File: src/pkg/asr_pkg.sv
// Shared constants and types for the accelerometer status and offset register bank.
// Behaviour
// - axis results are signed bytes, reset zero
// - host writes to result bytes are ignored
// - status bit 0 flags a new result
// - status bit 1 flags result lost unread
// - status bit 2 flags trim parity, blocks self-test
// - level flags X/Y/Z in bits 7/6/5
// - pulse flags X/Y/Z in bits 4/3/2
// - pulse flags meaningless in double-pulse detection
// - bits 0/1 set by routed detection function
// - routing 00 level/pulse, 01 swapped, 10 single/any
// - clear bits drop irq flag and routed axis flags
// - address bit 7 writable, bits 6:0 read-only
// - disable bit set blocks two-wire access
// - user info byte from OTP, zero unprogrammed
// - identification byte loaded from OTP
// - offset trim subtracted from the measurement
// - 11-bit signed trim split low/high, reset zero
// - trim bit 0 weighs half an LSB
package asr_pkg;
    localparam int ASR_DATA_W = 8;
    localparam int ASR_ADDR_W = 8;
    localparam int ASR_TRIM_W = 11;
    localparam int ASR_TRIM_HI_W = 3;

    localparam logic [7:0] ASR_OFF_X_RESULT = 8'h06;
    localparam logic [7:0] ASR_OFF_Y_RESULT = 8'h07;
    localparam logic [7:0] ASR_OFF_Z_RESULT = 8'h08;
    localparam logic [7:0] ASR_OFF_STATUS = 8'h09;
    localparam logic [7:0] ASR_OFF_DETECT = 8'h0A;
    localparam logic [7:0] ASR_OFF_DEV_ADDR = 8'h0D;
    localparam logic [7:0] ASR_OFF_USER_INFO = 8'h0E;
    localparam logic [7:0] ASR_OFF_IDENT = 8'h0F;
    localparam logic [7:0] ASR_OFF_X_TRIM_LO = 8'h10;
    localparam logic [7:0] ASR_OFF_X_TRIM_HI = 8'h11;
    localparam logic [7:0] ASR_OFF_Y_TRIM_LO = 8'h12;
    localparam logic [7:0] ASR_OFF_Y_TRIM_HI = 8'h13;
    localparam logic [7:0] ASR_OFF_IRQ_CLEAR = 8'h17;

    localparam logic [7:0] ASR_RST_BYTE = 8'h00;
    localparam logic [6:0] ASR_BUS_DEVICE_ADDR = 7'h1D;
    localparam logic [10:0] ASR_RST_TRIM = 11'h000;

    localparam int ASR_BIT_READY = 0;
    localparam int ASR_BIT_OVERWRITE = 1;
    localparam int ASR_BIT_PARITY = 2;
    localparam int ASR_BIT_LEVEL_X = 7;
    localparam int ASR_BIT_PULSE_X = 4;
    localparam int ASR_BIT_FIRST_IRQ = 0;
    localparam int ASR_BIT_SECOND_IRQ = 1;
    localparam int ASR_BIT_TWO_WIRE_DIS = 7;
    localparam int ASR_BIT_CLR_FIRST = 0;
    localparam int ASR_BIT_CLR_SECOND = 1;

    localparam logic signed [10:0] ASR_SAT_MAX = 11'sh07F;
    localparam logic signed [10:0] ASR_SAT_MIN = -11'sh080;

    typedef enum logic [1:0] {
        ASR_ROUTE_LEVEL_PULSE = 2'b00,
        ASR_ROUTE_PULSE_LEVEL = 2'b01,
        ASR_ROUTE_SINGLE_ANY = 2'b10,
        ASR_ROUTE_RESERVED = 2'b11
    } asr_route_t;
endpackage : asr_pkg

File: src/hdl/asr_axis_trim.sv
// Offset trim subtraction and saturation for one axis.
`timescale 1ns/1ns
module asr_axis_trim
    import asr_pkg::*;
(
    input wire logic [7:0] raw_sample, // signed measurement byte
    input wire logic [10:0] offset_trim, // signed trim, half-LSB units
    output logic [7:0] trimmed_sample // signed corrected byte
);
    logic signed [11:0] raw_half;
    logic signed [11:0] trim_ext;
    logic signed [11:0] diff_half;
    logic signed [10:0] diff_whole;

    always_comb begin
        raw_half = {{3{raw_sample[7]}}, raw_sample, 1'b0};
        trim_ext = {offset_trim[10], offset_trim};
        diff_half = raw_half - trim_ext;
        // arithmetic shift rounds toward minus infinity
        diff_whole = diff_half[11:1];
        if (diff_whole > ASR_SAT_MAX) begin
            trimmed_sample = 8'h7F;
        end else if (diff_whole < ASR_SAT_MIN) begin
            trimmed_sample = 8'h80;
        end else begin
            trimmed_sample = diff_whole[7:0];
        end
    end
endmodule : asr_axis_trim

File: src/hdl/asr_detect_latch.sv
// Latched detection source flags with interrupt routing and clear.
`timescale 1ns/1ns
module asr_detect_latch
    import asr_pkg::*;
(
    input wire logic clk_sys, // system clock
    input wire logic reset_n, // sync reset, active low
    input wire logic [1:0] irq_function_routing, // routing field
    input wire logic [2:0] level_hit, // per-axis level events, x at bit 2
    input wire logic [2:0] pulse_hit, // per-axis single pulse events
    input wire logic double_pulse_hit, // double pulse event
    input wire logic clear_first_irq, // clear pulse for first flag
    input wire logic clear_second_irq, // clear pulse for second flag
    output logic [7:0] detect_flags // detection source byte
);
    logic [2:0] level_flags;
    logic [2:0] pulse_flags;
    logic first_irq_flag;
    logic second_irq_flag;
    logic [2:0] next_level_flags;
    logic [2:0] next_pulse_flags;
    logic next_first_irq_flag;
    logic next_second_irq_flag;
    logic first_event;
    logic second_event;
    logic first_is_level;
    logic second_is_level;
    logic any_level;
    logic any_single;
    asr_route_t route;

    always_comb begin
        route = asr_route_t'(irq_function_routing);
        any_level = |level_hit;
        any_single = |pulse_hit;
        // function assignment; reserved code acts as 00
        unique case (route)
            ASR_ROUTE_PULSE_LEVEL: begin
                first_event = any_single | double_pulse_hit;
                second_event = any_level;
                first_is_level = 1'b0;
                second_is_level = 1'b1;
            end
            ASR_ROUTE_SINGLE_ANY: begin
                first_event = any_single;
                second_event = any_single | double_pulse_hit;
                first_is_level = 1'b0;
                second_is_level = 1'b0;
            end
            ASR_ROUTE_LEVEL_PULSE, ASR_ROUTE_RESERVED: begin
                first_event = any_level;
                second_event = any_single | double_pulse_hit;
                first_is_level = 1'b1;
                second_is_level = 1'b0;
            end
        endcase
        next_level_flags = level_flags;
        next_pulse_flags = pulse_flags;
        next_first_irq_flag = first_irq_flag;
        next_second_irq_flag = second_irq_flag;
        // clear flag and its routed axis flags
        if (clear_first_irq) begin
            next_first_irq_flag = 1'b0;
            if (first_is_level) next_level_flags = 3'h0;
            else next_pulse_flags = 3'h0;
        end
        if (clear_second_irq) begin
            next_second_irq_flag = 1'b0;
            if (second_is_level) next_level_flags = 3'h0;
            else next_pulse_flags = 3'h0;
        end
        // level axis flags, set beats clear
        next_level_flags = next_level_flags | level_hit;
        // pulse axis flags, single pulse only
        next_pulse_flags = next_pulse_flags | pulse_hit;
        // routed irq flags, set beats clear
        next_first_irq_flag = next_first_irq_flag | first_event;
        next_second_irq_flag = next_second_irq_flag | second_event;
    end

    always_ff @(posedge clk_sys) begin
        if (!reset_n) begin
            level_flags <= 3'h0;
            pulse_flags <= 3'h0;
            first_irq_flag <= 1'b0;
            second_irq_flag <= 1'b0;
        end else begin
            level_flags <= next_level_flags;
            pulse_flags <= next_pulse_flags;
            first_irq_flag <= next_first_irq_flag;
            second_irq_flag <= next_second_irq_flag;
        end
    end

    assign detect_flags = {level_flags, pulse_flags, second_irq_flag, first_irq_flag};
endmodule : asr_detect_latch

File: src/hdl/asr_regs.sv
// Top of the accelerometer status, detection and offset trim register bank.
`timescale 1ns/1ns
module asr_regs
    import asr_pkg::*;
(
    input wire logic clk_sys, // 125 MHz system clock
    input wire logic reset_n, // sync reset, active low
    input wire logic [7:0] reg_addr, // register address from serial front end
    input wire logic reg_wr, // write strobe, one cycle
    input wire logic reg_rd, // read strobe, one cycle
    input wire logic [7:0] reg_wdata, // write data
    input wire logic reg_two_wire, // access arrived over two-wire bus
    output logic [7:0] reg_rdata, // read data, held until next read
    output logic reg_rvalid, // read data valid pulse
    input wire logic sample_strobe, // new measurement set, one cycle
    input wire logic [7:0] x_raw_sample, // signed x measurement
    input wire logic [7:0] y_raw_sample, // signed y measurement
    input wire logic [7:0] z_raw_sample, // signed z measurement
    input wire logic trim_parity_fail, // trim data parity check failed
    input wire logic [2:0] level_hit, // level events, x at bit 2
    input wire logic [2:0] pulse_hit, // single pulse events, x at bit 2
    input wire logic double_pulse_hit, // double pulse event
    input wire logic [1:0] irq_function_routing, // irq routing field
    input wire logic ready_pin_suppress, // keep data-ready off first pin
    input wire logic otp_load, // OTP contents valid, one cycle
    input wire logic [7:0] otp_user_info, // OTP user information byte
    input wire logic [7:0] otp_part_id, // OTP identification byte
    output logic first_irq_pin, // first interrupt pin level
    output logic second_irq_pin, // second interrupt pin level
    output logic two_wire_enable, // two-wire interface allowed
    output logic self_test_allowed // self-test permitted
);
    logic [7:0] x_accel_result;
    logic [7:0] y_accel_result;
    logic [7:0] z_accel_result;
    logic result_available_flag;
    logic result_overwritten_flag;
    logic trim_parity_error_flag;
    logic [7:0] next_x_accel_result;
    logic [7:0] next_y_accel_result;
    logic [7:0] next_z_accel_result;
    logic next_result_available_flag;
    logic next_result_overwritten_flag;
    logic next_trim_parity_error_flag;

    logic two_wire_disable;
    logic [10:0] x_offset_trim;
    logic [10:0] y_offset_trim;
    logic [7:0] user_info_value;
    logic [7:0] part_identifier;
    logic next_two_wire_disable;
    logic [10:0] next_x_offset_trim;
    logic [10:0] next_y_offset_trim;
    logic [7:0] next_user_info_value;
    logic [7:0] next_part_identifier;

    logic [7:0] next_reg_rdata;
    logic next_reg_rvalid;
    logic next_first_irq_pin;
    logic next_second_irq_pin;
    logic next_two_wire_enable;
    logic next_self_test_allowed;

    logic access_ok;
    logic wr_hit;
    logic rd_hit;
    logic rd_result;
    logic rd_status;
    logic clear_first_irq;
    logic clear_second_irq;
    logic [7:0] detect_flags;
    logic [7:0] x_trimmed;
    logic [7:0] y_trimmed;
    logic [7:0] z_trimmed;
    logic [10:0] axis_trim [3];
    logic [7:0] axis_raw [3];
    logic [7:0] axis_trimmed [3];

    assign access_ok = !(reg_two_wire && two_wire_disable);
    assign wr_hit = reg_wr && access_ok;
    assign rd_hit = reg_rd && access_ok;
    assign rd_result = rd_hit && (reg_addr == ASR_OFF_X_RESULT || reg_addr == ASR_OFF_Y_RESULT
                                  || reg_addr == ASR_OFF_Z_RESULT);
    assign rd_status = rd_hit && (reg_addr == ASR_OFF_STATUS);
    // clear bits act on write, store nothing
    assign clear_first_irq = wr_hit && (reg_addr == ASR_OFF_IRQ_CLEAR) && reg_wdata[ASR_BIT_CLR_FIRST];
    assign clear_second_irq = wr_hit && (reg_addr == ASR_OFF_IRQ_CLEAR) && reg_wdata[ASR_BIT_CLR_SECOND];

    // z axis has no trim register, its trim is fixed at zero
    assign axis_trim[0] = x_offset_trim;
    assign axis_trim[1] = y_offset_trim;
    assign axis_trim[2] = ASR_RST_TRIM;
    assign axis_raw[0] = x_raw_sample;
    assign axis_raw[1] = y_raw_sample;
    assign axis_raw[2] = z_raw_sample;

    genvar gi;
    generate
        for (gi = 0; gi < 3; gi++) begin : g_axis
            asr_axis_trim u_trim (
                .raw_sample(axis_raw[gi]),
                .offset_trim(axis_trim[gi]),
                .trimmed_sample(axis_trimmed[gi])
            );
        end
    endgenerate

    assign x_trimmed = axis_trimmed[0];
    assign y_trimmed = axis_trimmed[1];
    assign z_trimmed = axis_trimmed[2];

    asr_detect_latch u_detect (
        .clk_sys(clk_sys),
        .reset_n(reset_n),
        .irq_function_routing(irq_function_routing),
        .level_hit(level_hit),
        .pulse_hit(pulse_hit),
        .double_pulse_hit(double_pulse_hit),
        .clear_first_irq(clear_first_irq),
        .clear_second_irq(clear_second_irq),
        .detect_flags(detect_flags)
    );

    // results and status flags
    always_comb begin
        next_x_accel_result = x_accel_result;
        next_y_accel_result = y_accel_result;
        next_z_accel_result = z_accel_result;
        next_result_available_flag = result_available_flag;
        next_result_overwritten_flag = result_overwritten_flag;
        // read clears, a same-cycle sample wins below
        if (rd_result) begin
            next_result_available_flag = 1'b0;
        end
        if (rd_status) begin
            next_result_overwritten_flag = 1'b0;
        end
        // results change only on a new sample
        if (sample_strobe) begin
            next_x_accel_result = x_trimmed;
            next_y_accel_result = y_trimmed;
            next_z_accel_result = z_trimmed;
            next_result_available_flag = 1'b1;
            if (result_available_flag) begin
                next_result_overwritten_flag = 1'b1;
            end
        end
        next_trim_parity_error_flag = trim_parity_error_flag | trim_parity_fail;
    end

    always_ff @(posedge clk_sys) begin
        if (!reset_n) begin
            x_accel_result <= ASR_RST_BYTE;
            y_accel_result <= ASR_RST_BYTE;
            z_accel_result <= ASR_RST_BYTE;
            result_available_flag <= 1'b0;
            result_overwritten_flag <= 1'b0;
            trim_parity_error_flag <= 1'b0;
        end else begin
            x_accel_result <= next_x_accel_result;
            y_accel_result <= next_y_accel_result;
            z_accel_result <= next_z_accel_result;
            result_available_flag <= next_result_available_flag;
            result_overwritten_flag <= next_result_overwritten_flag;
            trim_parity_error_flag <= next_trim_parity_error_flag;
        end
    end

    // host-written control and OTP copies
    always_comb begin
        next_two_wire_disable = two_wire_disable;
        next_x_offset_trim = x_offset_trim;
        next_y_offset_trim = y_offset_trim;
        next_user_info_value = user_info_value;
        next_part_identifier = part_identifier;
        if (wr_hit) begin
            unique case (reg_addr)
                // only bit 7 takes the write
                ASR_OFF_DEV_ADDR: next_two_wire_disable = reg_wdata[ASR_BIT_TWO_WIRE_DIS];
                // low byte and 3-bit high part
                ASR_OFF_X_TRIM_LO: next_x_offset_trim[7:0] = reg_wdata;
                ASR_OFF_X_TRIM_HI: next_x_offset_trim[10:8] = reg_wdata[ASR_TRIM_HI_W-1:0];
                ASR_OFF_Y_TRIM_LO: next_y_offset_trim[7:0] = reg_wdata;
                ASR_OFF_Y_TRIM_HI: next_y_offset_trim[10:8] = reg_wdata[ASR_TRIM_HI_W-1:0];
                default: begin
                end
            endcase
        end
        // bytes copied from OTP, zero until loaded
        if (otp_load) begin
            next_user_info_value = otp_user_info;
            next_part_identifier = otp_part_id;
        end
    end

    always_ff @(posedge clk_sys) begin
        if (!reset_n) begin
            two_wire_disable <= 1'b0;
            x_offset_trim <= ASR_RST_TRIM;
            y_offset_trim <= ASR_RST_TRIM;
            user_info_value <= ASR_RST_BYTE;
            part_identifier <= ASR_RST_BYTE;
        end else begin
            two_wire_disable <= next_two_wire_disable;
            x_offset_trim <= next_x_offset_trim;
            y_offset_trim <= next_y_offset_trim;
            user_info_value <= next_user_info_value;
            part_identifier <= next_part_identifier;
        end
    end

    // read data and pin outputs
    always_comb begin
        next_reg_rdata = reg_rdata;
        next_reg_rvalid = rd_hit;
        if (rd_hit) begin
            unique case (reg_addr)
                ASR_OFF_X_RESULT: next_reg_rdata = x_accel_result;
                ASR_OFF_Y_RESULT: next_reg_rdata = y_accel_result;
                ASR_OFF_Z_RESULT: next_reg_rdata = z_accel_result;
                ASR_OFF_STATUS: next_reg_rdata = {5'h00, trim_parity_error_flag,
                                                  result_overwritten_flag, result_available_flag};
                ASR_OFF_DETECT: next_reg_rdata = detect_flags;
                // fixed device address below bit 7
                ASR_OFF_DEV_ADDR: next_reg_rdata = {two_wire_disable, ASR_BUS_DEVICE_ADDR};
                ASR_OFF_USER_INFO: next_reg_rdata = user_info_value;
                ASR_OFF_IDENT: next_reg_rdata = part_identifier;
                ASR_OFF_X_TRIM_LO: next_reg_rdata = x_offset_trim[7:0];
                ASR_OFF_X_TRIM_HI: next_reg_rdata = {5'h00, x_offset_trim[10:8]};
                ASR_OFF_Y_TRIM_LO: next_reg_rdata = y_offset_trim[7:0];
                ASR_OFF_Y_TRIM_HI: next_reg_rdata = {5'h00, y_offset_trim[10:8]};
                default: next_reg_rdata = 8'h00;
            endcase
        end
        // host picks data-ready on the first pin
        next_first_irq_pin = detect_flags[ASR_BIT_FIRST_IRQ]
                             | (result_available_flag & ~ready_pin_suppress);
        next_second_irq_pin = detect_flags[ASR_BIT_SECOND_IRQ];
        next_two_wire_enable = ~two_wire_disable;
        next_self_test_allowed = ~next_trim_parity_error_flag;
    end

    always_ff @(posedge clk_sys) begin
        if (!reset_n) begin
            reg_rdata <= 8'h00;
            reg_rvalid <= 1'b0;
            first_irq_pin <= 1'b0;
            second_irq_pin <= 1'b0;
            two_wire_enable <= 1'b1;
            self_test_allowed <= 1'b1;
        end else begin
            reg_rdata <= next_reg_rdata;
            reg_rvalid <= next_reg_rvalid;
            first_irq_pin <= next_first_irq_pin;
            second_irq_pin <= next_second_irq_pin;
            two_wire_enable <= next_two_wire_enable;
            self_test_allowed <= next_self_test_allowed;
        end
    end
endmodule : asr_regs

File: config.mk
export PLATFORM = sky130hd
export DESIGN_NAME = asr_regs
export DESIGN_NICKNAME = d
export VERILOG_FILES = /design/src/pkg/asr_pkg.sv /design/src/hdl/asr_axis_trim.sv /design/src/hdl/asr_detect_latch.sv /design/src/hdl/asr_regs.sv
export SDC_FILE = /design/constraint.sdc
export NUM_CORES = 1
export LEC_CHECK = 0
export BUFFER_PORTS_ARGS = -buffer_cell sky130_fd_sc_hd__clkbuf_2
export CORE_MARGIN = 2
export CORE_UTILIZATION = 55
export CTS_BUF_LIST = sky130_fd_sc_hd__clkbuf_2
export DETAILED_ROUTE_END_ITERATION = 8
export PLACE_DENSITY = 0.85
export SLEW_MARGIN = 20
export SYNTH_ARGS = -nofsm -noshare
export SYNTH_HDL_FRONTEND = slang
export SYNTH_HIERARCHICAL = 1
export SYNTH_SLANG_ARGS = --single-unit
File: constraint.sdc
create_clock -name clk_sys -period 2.35 [get_ports clk_sys]
set_input_delay 0.1175 -clock clk_sys [delete_from_list [all_inputs] [get_ports clk_sys]]
set_output_delay 0.1175 -clock clk_sys [all_outputs]
set_load 0.02 [all_outputs]
==> results by group, run 1 <==
Status
  – Status: finished, violations left
  – Failing checks: setup timing

Global routing
  – Met1 Usage GRT: 0.352
  – Vias in the first global route: between 6,000 and 7,000
  – Global-route track usage on met2: 0.540
  – Largest net degree at the start of global routing: just under 80
  – Met3 usage: 0.0599
  – First-pass GRT wire length: about 31 mm
  – Initial antenna violation count: 0
  – Gr busiest metal: met2
  – Grt ovf: 0
  – All-Layer GR Usage: 0.307

Floorplan
  – Core ar.: approximately 0.011 sq mm
  – Die width: 112 um
  – Row count: 39
  – Die area: about 0.013 sq mm
  – Die Y: around 110 um
  – I/O pin total: slightly below 90
  – Starting density of the core: 0.562

Worst setup path
  – CP max stage delay: approximately 0.46 ns
  – R2R depth: 12
  – Worst path cell trace: inv_1, ha_4, nand2_1, buf_4, o21ai_0, a22o_1, a311oi_2, or4_4, nand2_4, o21ai_1, mux2i_1, nor2b_1
  – CP Max Fanout: 6
  – FF-to-FF setup slack: -0.20 ns
  – Buffer and inverter count on the worst path: 2
  – CP Launch Type: register
  – CP arrival: around 3.0 ns
  – CP delay by family, top: simple AND/OR/NAND/NOR gates
  – Critical path's slowest cell: or4_4
  – Type of the worst setup path: register to register
  – CP endpoint kind: register
  – R2R Path Start: y_offset_trim[7]
  – Reg2reg end: y_accel_result[4]
  – CP required: between 2 and 3 ns

Synthesis
  – Prevailing post-synth register cell: dfxtp_1
  – Syn_area_per_cell: slightly below 9 sq um
  – Cells after synthesis: between 700 and 800
  – Top cells by area, synth: dfxtp_1 27%, mux2i_1 7.4%, nor2b_1 6.4%, ha_1 6.3%, nand3_1 3.3%
  – Sequential area share after synthesis: 0.272
  – Number of flops mapped to enable cells by yosys: 0
  – Cell taking the most area after synthesis: dfxtp_1
  – Synth Warn #: 6
  – Async SR Flop Fraction: 0
  – Mapped Area: between 0.006 and 0.007 sq mm
  – FF+latch count, synth: 87
  – Post-synth top area share: 0.272
  – Top-count cell post-synth: dfxtp_1
  – Library cells used by synthesis: 87
  – Synth top cells by count: 87 x dfxtp_1, 65 x nor2b_1, 53 x nand2_1

Clock network
  – Clock Tree Buf Depth: 2
  – CTS clk-pin slew, worst paths: 0.27 ns
  – Num CTS Buffers: 9
  – TritonCTS clock tree: built
  – Worst-skew pair later-pin latency: about 0.57 ns
  – Max H-tree Level: 3
  – CTS sink count: between 80 and 90
  – Root buffer cell: clkbuf_2

Timing
  – Final hold viol count: 0
  – Fin crit share: 1.09
  – Fin crit period: around 2.6 ns
  – Max-slew violation count: 0
  – Final count of negative-setup-slack endpoints: 16
  – Skew final: 0.0291 ns
  – Actual transition at the worst max-transition pin: between 0.9 and 1 ns
  – Fmax: 0.392 GHz
  – Rel. slew slack: 0.395
  – RSZ-0062 raised after global routing: true
  – Setup ws final: -0.203 ns

Finish
  – Multi-input gate area: between 0.004 and 0.005 sq mm
  – Final Util: 0.744
  – Fillers: around 740
  – Share of layout cells above drive strength 1: 0.337
  – P&R area growth vs syn: 32.3%
  – Final std cells w/o fill: about 1,100
  – Nets@finish: roughly 1,000
  – Area occupied by registers: around 0.0018 sq mm
  – Final Cell Area: roughly 0.0085 sq mm
  – ANT cells: 0

Placement
  – Place WS: -0.134 ns
  – Number of port buffers: 86
  – Placed cell areas: between 0.007 and 0.008 sq mm
  – Detail Placement HPWL: between 10 and 15 mm
  – Post-Place Cells: 1,014
  – Gp weighted congestion: roughly 0.95

Routing
  – Wire per inst: a little under 20 um
  – Total wire length: between 20 and 25 mm
  – DRC: 0
  – Number of vias after detailed routing: 6,823
  – Detail Route Antenna Nets: 0
  – Drt via density: ~6.3
  – First-pass iteration count of the detailed router: 8
  – 1st-iter DRT viols: between 800 and 900

Hold path
  – Hold endpoint: reg_rvalid
  – Hold_sp: reg_rd
  – Hold WC Path Type: input pin to register
  – Min-Delay Path Depth: 3

Power and ir drop
  – Pwr Total: 3740 uW
  – Leak: 0.00350 uW
  – Peak supply drop: roughly 0.3 mV
  – Cell Pwr Density: 442 mW/mm^2

Run
  – Total of max-cap violations: 0
registers in the layout, summed over array words and instances, names as in the netlist, 3 cells and up:
signal	count
x_offset_trim	11
y_offset_trim	11
part_identifier	8
reg_rdata	8
user_info_value	8
x_accel_result	8
y_accel_result	8
z_accel_result	8
u_detect/level_flags	3
u_detect/pulse_flags	3
routing by layer:
metal  up-vias  wire (um)
met5         -          0
met4         0       1370
met3       146       1740
met2       438      10300
met1      3173       7870
li1       3066          -
how the worst max path moves through the flow:
stage | start | depth (start not counted) | slack [ns] | to
3_5_place_dp | x_offset_trim[2] | 10 | -0.13 | x_accel_result[6]
6_report | y_offset_trim[7] | 12 | -0.20 | y_accel_result[4]
4_1_cts | y_offset_trim[2] | 11 | -0.03 | y_accel_result[6]
3_3_place_gp | x_offset_trim[2] | 10 | -0.04 | x_accel_result[3]
5_1_grt | y_offset_trim[7] | 12 | -0.27 | y_accel_result[1]
2_1_floorplan | x_offset_trim[4] | 10 | -0.004 | x_accel_result[2]
area by class of cell:
type	instances	share of cell area
Inverter	47	0.0209
Clock buffer	9	0.00533
Multi-Input combinational cell	578	0.556
Clock inverter	6	0.0111
Timing Repair Buffer	214	0.177
Tap cell	143	0.0212
Sequential cell	87	0.209
placed cells by master (no fill, tap or decap), types with 4 or more instances in the layout:
master / count
clkbuf_2: 95
buf_4: 89
dfxtp_1: 71
nor2b_1: 62
nand2_1: 51
mux2i_1: 47
nand3_1: 42
inv_1: 42
dlygate4sd3_1: 36
a21boi_0: 24
o21ai_0: 21
ha_1: 19
a21oi_1: 17
nor2_1: 15
dfxtp_2: 15
ha_4: 13
conb_1: 13
o211ai_1: 12
mux2_2: 11
nand2b_1: 10
a22o_1: 10
nor3_1: 9
nand4_1: 9
a22oi_1: 9
o21a_1: 9
xnor2_1: 9
and3_1: 8
a21oi_2: 8
o31ai_1: 8
or3_1: 8
and2_1: 7
o21ai_1: 6
nand3b_1: 5
inv_2: 5
o21ai_2: 4
a31oi_1: 4
per-stage QoR:
stage / hold WS (ns) / setup TNS [ns]
2_1_floorplan: 0.239 / -0.00365
3_3_place_gp: 0.342 / -0.343
3_5_place_dp: 0.340 / -1.36
4_1_cts: 0.0320 / -0.112
5_1_grt: 0.00672 / -3.21
6_report: 0.0776 / -2.14
kinds of logic (layout without fill, tap and decap cells):
family | count (synthesis) | in the layout | synth area share
muxes | 61 | 61 | 0.104
other | 1 | 13 | 0.000587
and+or+nand+nor | 267 | 267 | 0.241
AOI/OAI and AO/OA | 189 | 189 | 0.234
xor gates and xnor gates | 13 | 13 | 0.0178
buffers and inverters | 86 | 276 | 0.0581
adders and majority gates | 35 | 35 | 0.0720
DFF | 87 | 87 | 0.272
report_power, final:
part | switching [uW] | total [uW] | internal (uW) | leakage (uW)
logic | 634 | 1220 | 583 | 0.00270
clock network | 548 | 901 | 353 | 0.0000786
registers | 64.2 | 1620 | 1560 | 0.000723
tightest hold or removal path, delay by kind of cell:
family	cells	cell delay, ns
buffers and inverters	1	0.11
and+or+nand+nor	1	0.20
AOI/OAI and AO/OA	1	0.22
repair_timing:
action	in CTS	in global routing
hold buffers	36	0
pin swaps	22	20
buffers inserted	8	10
endpoints found under the setup margin	14	16
cloned	1	0
resized for setup	54	34
hold endpoints to repair	51	0
(Power assumes the default switching activity.)
==> run 2, diff against run 1 <==
- CORE_UTILIZATION: 55 -> 45
- CTS_CLUSTER_DIAMETER: default -> 80
- PLACE_DENSITY: 0.85 -> 0.73
- SYNTH_HIERARCHICAL: 1 -> default
==> run 2 against run 1 <==
The run now ends clean; count of clock-buffer cells in the layout did not move; wire length fell by 11%; clock power fell by 7.0%; critical path type unchanged; critical endpoint unchanged; largest power group unchanged; highest routed layer unchanged.
==> results by group, run 2 <==
Finish
  – Largest registers: x_offset_trim: 11 flops, y_offset_trim: 11 flops (unchanged)
  – Final Util: 0.610 (was 0.744)
  – P&R area growth vs syn: 31.5% (was 32.3%)
  – Share of layout cells above drive strength 1: 0.283 (was 0.337)
  – Commonest cells after routing, fill and taps aside: 95 x clkbuf_2, 73 x dfxtp_1, 64 x nor2_1 (was 95 x clkbuf_2, 89 x buf_4, 71 x dfxtp_1)
  – ANT cells: 0 (unchanged)
  – Commonest non-fill, non-tap cell in the layout: clkbuf_2 (unchanged)
  – Nets@finish: 938 (was 1,046)

Synthesis
  – Syn_area_per_cell: 8.28 sq um (was 8.65 sq um)
  – Sequential area share after synthesis: 0.312 (was 0.272)
  – Prevailing post-synth register cell: dfxtp_1 (unchanged)
  – Mapped Area: 0.00559 sq mm (was 0.00639 sq mm)
  – Cell taking the most area after synthesis: dfxtp_1 (unchanged)
  – Synth top cells by count: 87 x dfxtp_1, 64 x nor2_1, 55 x nand2_1 (was 87 x dfxtp_1, 65 x nor2b_1, 53 x nand2_1)
  – Post-synth top area share: 0.312 (was 0.272)
  – Cells after synthesis: 675 (was 739)
  – Number of flops mapped to enable cells by yosys: 0 (unchanged)
  – Top-count cell post-synth: dfxtp_1 (unchanged)
  – Syn_nets: between 700 and 800
  – Async SR Flop Fraction: 0 (unchanged)
  – FF+latch count, synth: 87 (unchanged)
  – Library cells used by synthesis: 73 (was 87)
  – Synth Warn #: 0 (was 6)
  – Top cells by area, synth: dfxtp_1 31%, mux2i_1 7.3%, ha_1 4.9%, a21oi_1 4.7%, nor2_1 4.3% (was dfxtp_1 27%, mux2i_1 7.4%, nor2b_1 6.4%, ha_1 6.3%, nand3_1 3.3%)

Clock network
  – Clock Tree Buf Depth: 2 (unchanged)
  – Worst-skew pair later-pin latency: 0.61 ns (was 0.57 ns)
  – Max H-tree Level: 3 (unchanged)
  – Num CTS Buffers: 9 (unchanged)
  – Root buffer cell: clkbuf_2 (unchanged)
  – TritonCTS clock tree: built (unchanged)
  – CTS sink count: 87 (unchanged)
  – CTS clk-pin slew, worst paths: 0.25 ns (was 0.27 ns)

Timing
  – Final count of negative-setup-slack endpoints: 0 (was 16)
  – Max-slew violation count: 0 (unchanged)
  – Final hold viol count: 0 (unchanged)
  – WHS: 0.0636 ns (was 0.0776 ns)
  – Rel. slew slack: 0.638 (was 0.395)
  – Skew final: 0.0378 ns (was 0.0291 ns)
  – Fmax: 0.428 GHz (was 0.392 GHz)
  – RSZ-0062 raised after global routing: true (unchanged)
  – Fin crit period: 2.34 ns (was 2.55 ns)
  – Setup ws final: 0.0117 ns (was -0.203 ns)
  – Fin crit share: 0.995 (was 1.09)
  – Actual transition at the worst max-transition pin: 0.543 ns (was 0.908 ns)

Placement
  – Number of port buffers: 86 (unchanged)
  – Detail Placement HPWL: 13.8 mm (was 13.5 mm)
  – Gp weighted congestion: 0.958 (was 0.946)
  – Place WS: -0.0183 ns (was -0.134 ns)

Worst setup path
  – FF-to-FF setup slack: 0.01 ns (was -0.20 ns)
  – CP Launch Type: register (unchanged)
  – Critical path's slowest cell: dfxtp_2 (was or4_4)
  – Crit path capture: y_accel_result[4] (unchanged)
  – R2R Path Start: y_offset_trim[5] (was y_offset_trim[7])
  – Type of the worst setup path: register to register (unchanged)
  – CP required: 2.85 ns (was 2.81 ns)
  – Crit path from: y_offset_trim[5] (was y_offset_trim[7])
  – CP endpoint kind: register (unchanged)
  – CP arrival: 2.83 ns (was 3.01 ns)
  – Worst path cell trace: inv_1, ha_4, or3_4, o2111ai_1, a22o_1, a211oi_4, buf_12, o311ai_4, a31oi_1 (was inv_1, ha_4, nand2_1, buf_4, o21ai_0, a22o_1, a311oi_2, or4_4, nand2_4, o21ai_1, mux2i_1, nor2b_1)
  – R2R depth: 9 (was 12)
  – CP Max Fanout: 10 (was 6)
  – Reg2reg end: y_accel_result[4] (unchanged)
  – CP max stage delay: 0.38 ns (was 0.46 ns)

Power and ir drop
  – Switching Share: 0.337 (was 0.333)
  – Gate power share: 0.277 (was 0.325)
  – Net Switching: 1140 uW (was 1250 uW)
  – Internal power: 2250 uW (was 2490 uW)
  – Seq pwr share: 0.476 (was 0.434)
  – Cell Pwr Density: 462 mW/mm^2 (was 442 mW/mm^2)
  – Clock power frac: 0.247 (was 0.241)
  – Peak supply drop: 0.352 mV (was 0.303 mV)
  – Leak: 0.00291 uW (was 0.00350 uW)

Routing
  – First-pass iteration count of the detailed router: 5 (was 8)
  – Total wire length: 19.0 mm (was 21.2 mm)
  – Number of vias after detailed routing: 6,038 (was 6,823)
  – Wire per inst: 18.8 um (was 19.6 um)
  – 1st-iter DRT viols: 631 (was 833)
  – Detail Route Antenna Nets: 0 (unchanged)
  – DRC: 0 (unchanged)
  – Drt via density: 5.96 (was 6.29)

Global routing
  – All-Layer GR Usage: 0.272 (was 0.307)
  – Vias in the first global route: 5,608 (was 6,421)
  – Initial antenna violation count: 0 (unchanged)
  – Grt ovf: 0 (unchanged)
  – Largest net degree at the start of global routing: 49 (was 79)
  – First-pass GRT wire length: 28.5 mm (was 31.3 mm)

Floorplan
  – Row count: 40 (was 39)
  – Starting density of the core: 0.463 (was 0.562)
  – Die Y: 115 um (was 112 um)
  – Die width: 115 um (was 112 um)
  – Die area: 0.0133 sq mm (was 0.0125 sq mm)
  – Core ar.: 0.0121 sq mm (was 0.0114 sq mm)
  – I/O pin total: 87 (unchanged)

Hold path
  – Hold WC Path Type: input pin to register (unchanged)

Status
  – Status: finished, final reports clean (was finished, violations left)

Run
  – Total of max-cap violations: 0 (unchanged)
[run 2: through the flow]
stage | instances | total power [uW] | setup TNS (ns) | instance area [sq um]
6_report | 1013 | 3400 | 0 | 7350
5_1_grt | 1013 | 3540 | -0.492 | 7350
4_1_cts | 1006 | 3340 | 0 | 7100
3_5_place_dp | 945 | 2450 | -0.0223 | 6510
3_3_place_gp | 945 | 2430 | 0 | 6510
2_1_floorplan | 675 | 2140 | 0 | 5590
[run 2: how the worst min path moves through the flow]
stage,start,end,slack (ns),depth (start not counted)
floorplan,level_hit[0],u_detect.level_flags[0],0.23,2
detailed placement,pulse_hit[0],u_detect.pulse_flags[0],0.35,3
global placement,trim_parity_fail,self_test_allowed,0.34,2
global route,reg_rd,reg_rvalid,0.05,3
finish,reg_rd,reg_rvalid,0.06,3
CTS,reg_rd,reg_rvalid,0.01,3
[run 2: logic make-up after synthesis]
logic type,share of synthesized area
flops,0.312
xor+xnor,0.0105
buf+inv,0.0540
mux,0.106
compound gates,0.254
fa+ha+maj,0.0564
simple gates,0.208
[run 2: worst max-delay path: cells and delay by family, from the launching register on]
family,cells,cell delay (ns)
AND/OR/NAND/NOR,1,0.38
buffers and inverters,2,0.30
adder cells (fa/ha/maj),1,0.24
AO/OA/AOI/OAI,5,0.96
flip-flops,1,0.38
[run 2: layout make-up]
class                   instances  area, sq um
clock buffers                   9         45.0
repair buffers                188         1380
fillers                      1025         4710
well taps                     168          210
inverters                      38          143
flip-flops and latches         87         1770
multi-input cells             516         3730
clock inverters                 7         78.8
[run 2: power groups by stage]
stage | sequential (uW) | combinational (uW) | clock, uW
6_report | 1620 | 942 | 838
5_1_grt | 1620 | 1010 | 908
4_1_cts | 1620 | 873 | 847
3_5_place_dp | 1640 | 810 | 0
3_3_place_gp | 1640 | 789 | 0
2_1_floorplan | 1630 | 506 | 0
[run 2: routing by layer]
layer	share of wire	global-route usage	wire (um)	vias up
li1	-	-	-	2839
met1	0.43	0.366	8100	2850
met2	0.46	0.433	8750	290
met3	0.078	0.0492	1480	59
met4	0.036	0.109	677	0
met5	0	0	0	-
[run 2: repair_timing]
action / 4_1_cts / 5_1_grt
gates resized for setup: 6 / 54
endpoints found under the setup margin: 11 / 14
pin swaps: 2 / 12
endpoints found under the hold margin: 61 / 0
hold buffers: 45 / 0
setup buffers: 0 / 8
==> run 3, diff against run 2 <==
- PLACE_DENSITY: 0.73 -> default
- PLACE_DENSITY_LB_ADDON: default -> 0.1
==> run 3 against run 2 <==
Utilization rose by 2.2 points; final area rose by 3.5%; critical path depth rose by 1; clock skew fell by 0.0038 ns; via count fell by 0.68%; critical endpoint is now x_accel_result[2]; clock power rose by 4.1%; first-iteration DRC count fell by 18%; final cell count rose by 1.9%; register-to-register slack barely moved; sequential power barely moved; power rose by 2.2%; maximum frequency rose by 0.22%.
==> results by group, run 3 (synthesis results as in run 2) <==
Floorplan
  – Die width: 115 um (unchanged)
  – Die Y: 115 um (unchanged)
  – I/O pin total: 87 (unchanged)
  – Starting density of the core: 0.463 (unchanged)
  – Core ar.: 0.0121 sq mm (unchanged)
  – Die area: 0.0133 sq mm (unchanged)
  – Row count: 40 (unchanged)

Timing
  – Rel. slew slack: 0.624 (was 0.638)
  – Fin crit period: 2.33 ns (was 2.34 ns)
  – Skew final: 0.0340 ns (was 0.0378 ns)
  – Max-slew violation count: 0 (unchanged)
  – Final hold viol count: 0 (unchanged)
  – Fmax: 0.429 GHz (was 0.428 GHz)
  – Actual transition at the worst max-transition pin: 0.564 ns (was 0.543 ns)
  – Final count of negative-setup-slack endpoints: 0 (unchanged)
  – Final setup TNS: 0 ns (unchanged)
  – Fin crit share: 0.993 (was 0.995)
  – RSZ-0062 raised after global routing: true (unchanged)

Routing
  – Met2 wire len: 8.94 mm (was 8.75 mm)
  – Metal3 WL: 964 um (was 1.48 mm)
  – Detail Route Antenna Nets: 0 (unchanged)
  – 1st-iter DRT viols: 515 (was 631)
  – Top layer reached by signal wires: met4 (unchanged)
  – DRC: 0 (unchanged)
  – M1 wire length: 8.81 mm (was 8.10 mm)
  – Drt via density: 5.81 (was 5.96)
  – Total wire length: 19.1 mm (was 19.0 mm)
  – First-pass iteration count of the detailed router: 5 (unchanged)
  – Wire per inst: 18.5 um (was 18.8 um)
  – Number of vias after detailed routing: 5,997 (was 6,038)

Worst setup path
  – Buffer and inverter count on the worst path: 3 (was 2)
  – CP delay by family, top: compound AO/OA/AOI/OAI gates (unchanged)
  – CP Max Fanout: 10 (unchanged)
  – Critical path's slowest cell: dfxtp_2 (unchanged)
  – Worst path cell trace: inv_1, ha_1, buf_4, and4_1, nand2_1, a31oi_4, a211oi_4, buf_12, o311ai_4, a41oi_2 (was inv_1, ha_4, or3_4, o2111ai_1, a22o_1, a211oi_4, buf_12, o311ai_4, a31oi_1)
  – CP max stage delay: 0.41 ns (was 0.38 ns)
  – CP Launch Type: register (unchanged)
  – CP endpoint kind: register (unchanged)
  – Stages on the worst setup path: 10 (was 9)
  – CP arrival: 2.83 ns (about the same)
  – Type of the worst setup path: register to register (unchanged)
  – R2R depth: 10 (was 9)
  – CP required: 2.85 ns (about the same)

Finish
  – Commonest non-fill, non-tap cell in the layout: clkbuf_2 (unchanged)
  – Largest registers: x_offset_trim: 11 flops, y_offset_trim: 11 flops (unchanged)
  – Commonest cells after routing, fill and taps aside: 96 x clkbuf_2, 70 x dfxtp_1, 64 x nor2_1, 64 x buf_4, 54 x nand2_1 (was 95 x clkbuf_2, 73 x dfxtp_1, 64 x nor2_1)
  – P&R area growth vs syn: 36.2% (was 31.5%)
  – Share of layout cells above drive strength 1: 0.318 (was 0.283)
  – Multi-input gate area: 0.00385 sq mm (was 0.00373 sq mm)
  – Nets@finish: 955 (was 938)
  – Area occupied by registers: 0.00177 sq mm (about the same)
  – Fillers: 1,105 (was 1,025)

Hold path
  – Min-Delay Path Depth: 5 (was 3)
  – Hold WC Path Type: input pin to register (unchanged)

Clock network
  – Root buffer cell: clkbuf_2 (unchanged)
  – CTS clk-pin slew, worst paths: 0.28 ns (was 0.25 ns)
  – TritonCTS clock tree: built (unchanged)
  – Worst-skew pair later-pin latency: 0.64 ns (was 0.61 ns)
  – Clock Tree Buf Depth: 2 (unchanged)
  – Num CTS Buffers: 9 (unchanged)
  – CTS sink count: 87 (unchanged)
  – Max H-tree Level: 3 (unchanged)

Status
  – Status: finished, final reports clean (unchanged)

Global routing
  – Initial antenna violation count: 1 (was 0)
  – Largest net degree at the start of global routing: 50 (was 49)
  – Grt ovf: 0 (unchanged)
  – All-Layer GR Usage: 0.281 (was 0.272)
  – Vias in the first global route: 5,642 (was 5,608)
  – First-pass GRT wire length: 29.0 mm (was 28.5 mm)

Power and ir drop
  – Clock power frac: 0.251 (was 0.247)
  – Seq pwr share: 0.466 (was 0.476)
  – Pwr Total: 3470 uW (was 3400 uW)
  – Cell Pwr Density: 456 mW/mm^2 (was 462 mW/mm^2)
  – Internal power: 2290 uW (was 2250 uW)
  – Leak: 0.00302 uW (was 0.00291 uW)
  – Gate power share: 0.282 (was 0.277)
  – Switching Share: 0.340 (was 0.337)
  – Net Switching: 1180 uW (was 1140 uW)
  – Peak supply drop: 0.263 mV (was 0.352 mV)

Placement
  – Number of port buffers: 86 (unchanged)
  – Gp weighted congestion: 0.924 (was 0.958)
  – Detail Placement HPWL: 13.9 mm (was 13.8 mm)

Run
  – Total of max-cap violations: 0 (unchanged)
run 3: cell count changes in the layout (fill, tap and decap cells not counted), moves of 3 or more:
cell / before / now
buf_4: 51 / 64
ha_1: 16 / 10
inv_2: 2 / 5
dfxtp_1: 73 / 70
ha_4: 4 / 9
dfxtp_2: 11 / 16
inv_1: 36 / 33
run 3: power groups by stage:
stage               clock network (uW)  logic (uW)  registers (uW)
finish                             872         979            1620
global route                       934        1060            1630
CTS                                871         919            1620
detailed placement                   0         825            1640
global placement                     0         811            1640
floorplan                            0         506            1630
run 3: final cells by class:
cell class / instances / area share
diodes: 2 / 0.000657
clock buffers: 10 / 0.00657
clock inverters: 6 / 0.0102
inverters: 38 / 0.0187
multi-input cells: 517 / 0.506
flip-flops and latches: 87 / 0.232
well taps: 168 / 0.0276
repair buffers: 204 / 0.198
run 3: stage by stage:
| step | util | instance area, sq um | setup slack (ns) | instances | hold WS, ns |
|---|---|---|---|---|---|
| final | 0.631 | 7610 | 0.0168 | 1032 | 0.0429 |
| after detailed placement | 0.546 | 6590 | -0.0469 | 956 | 0.345 |
| after global routing | 0.631 | 7610 | -0.0841 | 1031 | 0.0348 |
| after CTS | 0.607 | 7320 | 0.00342 | 1022 | 0.0117 |
| after global placement | 0.546 | 6590 | 0.0260 | 956 | 0.337 |
| after floorplan | - | 5590 | 0.153 | 675 | 0.235 |
run 3: tightest hold or removal path: cells and delay by family:
family	cells	cell delay, ns
AO/OA/AOI/OAI	1	0.06
buffers and inverters	1	0.11
AND/OR/NAND/NOR	3	0.39
run 3: final timing paths:
path                    start           endpoint  slack, ns
max          x_offset_trim[7]  x_accel_result[2]       0.02
min reg2reg  y_offset_trim[7]   y_offset_trim[7]       0.49
max reg2reg  x_offset_trim[7]  x_accel_result[2]       0.02
min               reg_addr[4]   y_offset_trim[2]       0.04
run 3: layer usage:
| layer | up-vias | global-route usage |
|---|---|---|
| li1 | 2882 | - |
| met1 | 2869 | 0.395 |
| met2 | 219 | 0.446 |
| met3 | 27 | 0.0408 |
| met4 | 0 | 0.0892 |
| met5 | - | 0 |
run 3: what timing repair did:
action | in CTS | in global routing
resized for setup | 23 | 54
endpoints found under the setup margin | 13 | 14
endpoints found under the hold margin | 85 | 0
cloned | 1 | 1
hold buffers | 46 | 0
buffers inserted | 3 | 9
pin swaps | 7 | 16
